**src/common/udc_defines.vh**
```
`ifndef UDC_DEFINES_VH
`define UDC_DEFINES_VH

// register offsets (byte addresses)
`define UDC_REG_CTRL        8'h00
`define UDC_REG_STATUS      8'h04
`define UDC_REG_WRAPS       8'h08

// control register fields
`define UDC_CTRL_INHIBIT    0
`define UDC_CTRL_LOAD       1
`define UDC_CTRL_DATA_LSB   4
`define UDC_CTRL_DATA_MSB   7
`define UDC_CTRL_RESET      8'h00

// status register fields
`define UDC_STAT_CNT_LSB    0
`define UDC_STAT_CNT_MSB    3
`define UDC_STAT_CARRY_N    4
`define UDC_STAT_BINARY     5
`define UDC_STAT_UP         6
`define UDC_STAT_LOAD       7
`define UDC_STAT_INHIBIT    8

// count limits
`define UDC_MAX_BINARY      4'hF
`define UDC_MAX_DECADE      4'h9
`define UDC_MIN_COUNT       4'h0
`define UDC_COUNT_RESET     4'h0

// pin synchroniser depth
`define UDC_SYNC_STAGES     2

`endif

```
**src/rtl/udc_sync.v**
```verilog
`timescale 1ns/1ns
`include "udc_defines.vh"

module udc_sync #(
   parameter WIDTH = 9
) (
   input  wire             clock_i,   // system clock
   input  wire             rst_n_i,   // synchronous reset, active low
   input  wire [WIDTH-1:0] async_i,   // pins from outside the clock domain
   output wire [WIDTH-1:0] sync_o     // synchronised levels
);

   genvar g;
   generate
      for (g = 0; g < WIDTH; g = g + 1) begin : g_bit
         reg meta_q;
         reg stable_q;
         // first stage is read by the second stage only
         always @(posedge clock_i) begin
            if (!rst_n_i) begin
               meta_q   <= 1'b0;
               stable_q <= 1'b0;
            end else begin
               meta_q   <= async_i[g];
               stable_q <= meta_q;
            end
         end
         assign sync_o[g] = stable_q;
      end
   endgenerate

endmodule // udc_sync

```
**src/rtl/udc_counter.v**
```verilog
`timescale 1ns/1ns
`include "udc_defines.vh"

// Function
// RL1: four stages counting binary or BCD, up or down, with look-ahead carry.
// RL2: while load enable is high, the count follows the parallel data inputs.
// RL3: load enable high with all data inputs low gives the zero count.
// RL4: one count per rising count clock edge when inhibit and load are low.
// RL5: count holds on clock edges while inhibit or load enable is high.
// RL6: carry rests high, low at terminal count while inhibit is low.
// RL7: base select high counts binary, low counts decade.
// RL8: direction select high counts up, low counts down.
// RL9: in decade mode the four outputs show a BCD digit; a count above nine, loaded or left from binary, shows until the next step.
// RL10: outside logic ties inhibit low when the function is unused.
// RL11: cascades may share one clock or ripple from the previous carry.
// RL12: four buffered count outputs, one carry, fed from the listed inputs.
// RL13: max fifteen binary, nine decade, min zero; wrap both ways.

module udc_counter #(
   parameter WRAP_W = 16
) (
   input  wire        clock_i,               // system clock, 100 MHz
   input  wire        rst_n_i,               // synchronous reset, active low
   input  wire        count_clk_i,           // counting clock pin, rising edge counts
   input  wire        count_inhibit_in_i,    // count inhibit pin, high inhibits
   input  wire        count_base_select_i,   // high binary, low decade
   input  wire        direction_select_i,    // high up, low down
   input  wire        parallel_load_enable_i,// high loads parallel data
   input  wire [3:0]  parallel_data_i,       // parallel data pins
   output wire [3:0]  count_o,               // buffered count outputs
   output wire        carry_out_n_o,         // carry output, active low
   input  wire [7:0]  addr_i,                // register byte address
   input  wire [31:0] wr_data_i,             // register write data
   input  wire        wr_en_i,               // write strobe
   input  wire        rd_en_i,               // read strobe
   output wire [31:0] rd_data_o              // read data, cycle after strobe
);

   // pin synchronisation
   wire [8:0] pins_async;
   wire [8:0] pins_sync;
   assign pins_async = {parallel_data_i,
                        parallel_load_enable_i,
                        direction_select_i,
                        count_base_select_i,
                        count_inhibit_in_i,
                        count_clk_i};

   udc_sync #(
      .WIDTH (9)
   ) u_sync (
      .clock_i (clock_i),
      .rst_n_i (rst_n_i),
      .async_i (pins_async),
      .sync_o  (pins_sync)
   );

   wire       clk_s;
   wire       inhibit_s;
   wire       binary_s;
   wire       up_s;
   wire       load_s;
   wire [3:0] data_s;
   assign clk_s     = pins_sync[0];
   assign inhibit_s = pins_sync[1];
   assign binary_s  = pins_sync[2];
   assign up_s      = pins_sync[3];
   assign load_s    = pins_sync[4];
   assign data_s    = pins_sync[8:5];

   // registers
   reg              clk_prev_q;
   reg [3:0]        count_q;
   reg [3:0]        count_d;
   reg              carry_n_q;
   reg              carry_n_d;
   reg [7:0]        ctrl_q;
   reg [WRAP_W-1:0] wraps_q;
   reg [WRAP_W-1:0] wraps_d;
   reg [31:0]       rd_data_q;
   reg [31:0]       rd_data_d;

   // software may add an inhibit or force a load on top of the pins
   wire       soft_inhibit;
   wire       soft_load;
   wire [3:0] soft_data;
   assign soft_inhibit = ctrl_q[`UDC_CTRL_INHIBIT];
   assign soft_load    = ctrl_q[`UDC_CTRL_LOAD];
   assign soft_data    = ctrl_q[`UDC_CTRL_DATA_MSB:`UDC_CTRL_DATA_LSB];

   wire       inhibit;
   wire       load;
   wire [3:0] load_data;
   assign inhibit   = inhibit_s | soft_inhibit;
   assign load      = load_s | soft_load;
   assign load_data = soft_load ? soft_data : data_s;

   wire clk_rise;
   assign clk_rise = clk_s & ~clk_prev_q;

   // RL7: base select picks the top count
   // RL13: fifteen binary, nine decade
   wire [3:0] max_count;
   assign max_count = binary_s ? `UDC_MAX_BINARY : `UDC_MAX_DECADE;

   wire at_max;
   wire at_min;
   wire terminal_now;
   assign at_max       = (count_q == max_count);
   assign at_min       = (count_q == `UDC_MIN_COUNT);
   assign terminal_now = up_s ? at_max : at_min;

   wire advance;
   // RL4: step only when neither inhibit nor load
   assign advance = clk_rise & ~inhibit & ~load;

   // next count
   always @* begin
      count_d = count_q;
      if (load) begin
         // RL2: follow the parallel data
         // RL3: all-low data gives zero
         count_d = load_data;
      end else if (advance) begin
         // RL8: direction select sets up or down
         if (up_s) begin
            // RL13: wrap to zero going up
            // out-of-range decade values also return to zero
            if (count_q >= max_count)
               count_d = `UDC_MIN_COUNT;
            else
               count_d = count_q + 4'h1;
         end else begin
            // RL13: wrap to max going down
            // RL9: a decade down step always lands on a BCD digit
            if (at_min || count_q > max_count)
               count_d = max_count;
            else
               count_d = count_q - 4'h1;
         end
      end
      // RL5: otherwise the count holds
   end

   // look-ahead carry from the next state so it lines up with the count
   reg [3:0] max_next;
   reg       term_next;
   always @* begin
      max_next  = binary_s ? `UDC_MAX_BINARY : `UDC_MAX_DECADE;
      term_next = up_s ? (count_d == max_next) : (count_d == `UDC_MIN_COUNT);
      // RL6: carry low only at terminal count with inhibit low
      carry_n_d = ~(term_next & ~inhibit);
   end

   // terminal-count advances seen, for software
   always @* begin
      wraps_d = wraps_q;
      if (wr_en_i && addr_i == `UDC_REG_WRAPS)
         wraps_d = {WRAP_W{1'b0}};
      // a wrap in the clearing cycle is kept
      if (advance && terminal_now)
         wraps_d = wraps_d + {{(WRAP_W-1){1'b0}}, 1'b1};
   end

   // read mux; unmapped addresses read zero
   always @* begin
      rd_data_d = 32'h00000000;
      if (rd_en_i) begin
         case (addr_i)
            `UDC_REG_CTRL: begin
               rd_data_d[7:0] = ctrl_q;
            end
            `UDC_REG_STATUS: begin
               rd_data_d[`UDC_STAT_CNT_MSB:`UDC_STAT_CNT_LSB] = count_q;
               rd_data_d[`UDC_STAT_CARRY_N] = carry_n_q;
               rd_data_d[`UDC_STAT_BINARY]  = binary_s;
               rd_data_d[`UDC_STAT_UP]      = up_s;
               rd_data_d[`UDC_STAT_LOAD]    = load;
               rd_data_d[`UDC_STAT_INHIBIT] = inhibit;
            end
            `UDC_REG_WRAPS: begin
               rd_data_d[WRAP_W-1:0] = wraps_q;
            end
            default: begin
               rd_data_d = 32'h00000000;
            end
         endcase
      end
   end

   always @(posedge clock_i) begin
      if (!rst_n_i) begin
         clk_prev_q <= 1'b0;
         count_q    <= `UDC_COUNT_RESET;
         carry_n_q  <= 1'b1;
         ctrl_q     <= `UDC_CTRL_RESET;
         wraps_q    <= {WRAP_W{1'b0}};
         rd_data_q  <= 32'h00000000;
      end else begin
         clk_prev_q <= clk_s;
         // RL1: four-stage state
         count_q    <= count_d;
         carry_n_q  <= carry_n_d;
         wraps_q    <= wraps_d;
         rd_data_q  <= rd_data_d;
         if (wr_en_i && addr_i == `UDC_REG_CTRL)
            ctrl_q <= wr_data_i[7:0];
      end
   end

   // RL12: buffered outputs straight from flops
   assign count_o       = count_q;
   assign carry_out_n_o = carry_n_q;
   assign rd_data_o     = rd_data_q;

endmodule // udc_counter

```
**config.mk**
```make
export PLATFORM = sky130hd
export DESIGN_NAME = udc_counter
export DESIGN_NICKNAME = d
export VERILOG_FILES = /design/src/rtl/udc_sync.v /design/src/rtl/udc_counter.v
export VERILOG_INCLUDE_DIRS = /design/src /design/src/common
export SDC_FILE = /design/constraint.sdc
export NUM_CORES = 1
export LEC_CHECK = 0
export BUFFER_PORTS_ARGS = -buffer_cell sky130_fd_sc_hd__buf_2
export CORE_MARGIN = 3
export CORE_UTILIZATION = 40
export CTS_CLUSTER_DIAMETER = 30
export DETAILED_ROUTE_END_ITERATION = 12
export PLACE_DENSITY = 0.67
export SLEW_MARGIN = 25
export SYNTH_ARGS = -nofsm -noshare
export SYNTH_HDL_FRONTEND = slang
export SYNTH_SLANG_ARGS = --single-unit
```
**constraint.sdc**
```tcl
create_clock -name clock_i -period 1.9 [get_ports clock_i]
set_input_delay 0.19 -clock clock_i [delete_from_list [all_inputs] [get_ports clock_i]]
set_output_delay 0.19 -clock clock_i [all_outputs]
set_load 0.02 [all_outputs]
```
==> flow_summary.ini <==
[power_and_ir_drop]
power.density_mw_per_mm2 = 732.5
p_leak_nw = 1.822
finalPower_mw = 2.933
ir_worst_vdd_v = 0.0006221

[placement]
dpl.hpwl_mm = 5.031
dpl_worst_slack_ps = -127.5
dpl-instance-area_mm2 = 0.003545
place_congestion = 0.8777
numPortBuffers = 49
dp_cells = 492

[cells_and_area]
syn_to_final_growth_pct = 33.72
layout_common_cells = dfxtp_1 (59), buf_2 (49), buf_4 (38), and2_1 (36), nor2_1 (30)
drive_above_1_share = 0.3580
final_cells = 515
utilization = 0.5704
diodes = 0
layout.nets = 473
layout_commonest_cell = dfxtp_1
fin_area_mm2 = 0.004004

[cts]
cts_root_buf = clkbuf_8
cts_made_buffers = 9
clk_pin_slew_ps = 70
cts_tree = done
holdBufCountCts = 0
htreeDepth = 3
cts.path.max_buffers = 2
cts.sinks = 64
worstSkewPairLatency_ps = 340

[drt]
routed_wl_mm = 6.914
drt-initial-drc-count = 95
via_per_inst = 4.769
top_layer = met4
wl_met3_um = 324
route.detailed.drc = 0
wl_per_cell_um = 13.43
firstDrtPassIters = 5
wl_met2_mm = 3.641
met1_length_mm = 2.870
routed-via-count = 2456
antenna_left = 0

[die]
dieWidth_um = 92.52
core_mm2 = 0.007019
dieArea_mm2 = 0.008559
start_util = 0.4266
fp-row-count = 30
die_y_um = 92.52
pin_count = 90

[synthesis]
synthArstFlopShare = 0
synth_edf_count = 0
synth_flop_cell = dfxtp_1
synth-seq-area-share = 0.4279
yosys_warnings = 0
netlist_instances = 326
ys_seq_elements = 64
synth_cell_types = 50
syn_avg_cell_area_um2 = 9.184
synth_area_mm2 = 0.002994

[global_routing]
grt_pass1_vias = 2426
grt_pass1_wl_mm = 10.87
track_usage = 0.1618
grt-ovfl-total = 0
grt_max_degree = 30
antenna_found_initial = 0

[setup_path]
path_cells = inv_4 -> ha_4 -> and4_4 -> a221o_1 -> o32ai_2 -> nand4b_1 -> nor4_2 -> a21oi_1
crit_buf_inv = 1
cp_top_family = compound AO/OA/AOI/OAI gates
cp.arrival_ps = 2180
required_ps = 2120
end_kind = flip-flop
slowest_stage = dfxtp_2
crit_fanout = 3
crit_type = flip-flop to flip-flop
slowest_delay_ps = 350
cp-start-kind = flip-flop

[sta]
max_freq_mhz = 510.0
layout_setup_ws_ps = -60.69
setup_viol = 9
fin_crit_sh = 1.032
rsz0062_at_grt = true
maxSlewViolCount = 0
clock-skew-final_ps = 12.13
fin_tns_setup_ps = -374.0
whs_ps = 56.72
finalCriticalPeriod_ps = 1961
finalHoldViolCount = 0

[run_status]
status = finished, violations left
violations = negative setup slack

[job]
drv_cap = 0

[hold_path]
holdCritPathClass = primary input to flip-flop
state kept, by name, indices dropped and copies added (netlist names):
register	flops
clk_prev_q	1
ctrl_q	8
carry_out_n_o	1
wraps_q	16
rd_data_o	16
u_sync.g_bit.meta_q	9
u_sync.g_bit.stable_q	9
count_o	4
area by class of cell:
| type | instances | area (µm²) |
|---|---|---|
| timing repair buffer | 93 | 606.8 |
| sequential | 64 | 1292 |
| tap | 96 | 120.1 |
| clock inverter | 2 | 35.03 |
| fill | 636 | 3015 |
| inverter | 5 | 23.77 |
| clock buffer | 14 | 173.9 |
| multi-input combinational | 241 | 1752 |
cell usage after synthesis, drive strengths merged, types with 2 or more instances:
library cell,instances,share of area
o31a,2,0.0059
clkbuf,10,0.016
nand2b,2,0.0042
nor4,3,0.0063
ha,6,0.025
xnor2,8,0.023
a21oi,14,0.023
nand4,8,0.017
mux2,2,0.0075
nor3,6,0.014
o32ai,3,0.0088
o21ai,6,0.010
nand3,11,0.018
nor3b,3,0.0075
dfxtp,64,0.43
a211o,2,0.0059
and4,4,0.012
and2,38,0.080
mux2i,17,0.057
nand2,17,0.025
and3,2,0.0050
xor2,9,0.026
inv,5,0.0063
or3,2,0.0042
a31oi,2,0.0042
nor2b,16,0.033
buf,21,0.051
nor2,30,0.038
logic make-up (layout without fill, tap and decap cells):
| kind of cell | count (synthesis) | in the layout | synth area share |
|---|---|---|---|
| adders and majority gates | 6 | 6 | 0.02507 |
| xor gates and xnor gates | 17 | 17 | 0.04973 |
| AOI/OAI and AO/OA | 37 | 37 | 0.08108 |
| muxes | 19 | 19 | 0.06435 |
| and+or+nand+nor | 146 | 146 | 0.2775 |
| other | 1 | 16 | 0.001252 |
| buffers and inverters | 36 | 114 | 0.07313 |
| DFF | 64 | 64 | 0.4279 |
power by group:
group	leakage (nW)	switching, mW	internal [mW]
logic	1.19	0.177	0.164
clock network	0.106	0.483	0.721
registers	0.523	0.0197	1.37
total	1.82	0.680	2.25
layer usage:
| metal | up-vias | global-route usage |
|---|---|---|
| li1 | 1263 | - |
| met1 | 1123 | 0.1795 |
| met2 | 60 | 0.2931 |
| met3 | 10 | 0.04143 |
| met4 | 0 | 0.06436 |
| met5 | - | 0 |
worst paths after layout:
kind                                            endpoint                startpoint  cells past startpoint  slack (ps)
worst max-delay path                       carry_out_n_o  u_sync.g_bit[2].stable_q                      8         -60
worst min-delay path              u_sync.g_bit[2].meta_q       count_base_select_i                      2          60
worst max register to register             carry_out_n_o  u_sync.g_bit[2].stable_q                      8         -60
worst min register to register  u_sync.g_bit[4].stable_q    u_sync.g_bit[4].meta_q                      1         430
worst register-to-register path: cells and delay by family, from the launching register on:
family,cells,cell delay (ps)
compound gates,3,640
simple gates,3,570
flops,1,350
fa+ha+maj,1,220
buf+inv,1,50
timing repair:
| item | in CTS | in global routing |
|---|---|---|
| buffers inserted | 4 | 3 |
| setup endpoints to repair | 15 | 16 |
| pin swaps | 9 | 15 |
| gates resized for setup | 15 | 22 |
Note: power is estimated with default switching activity, not from simulation.
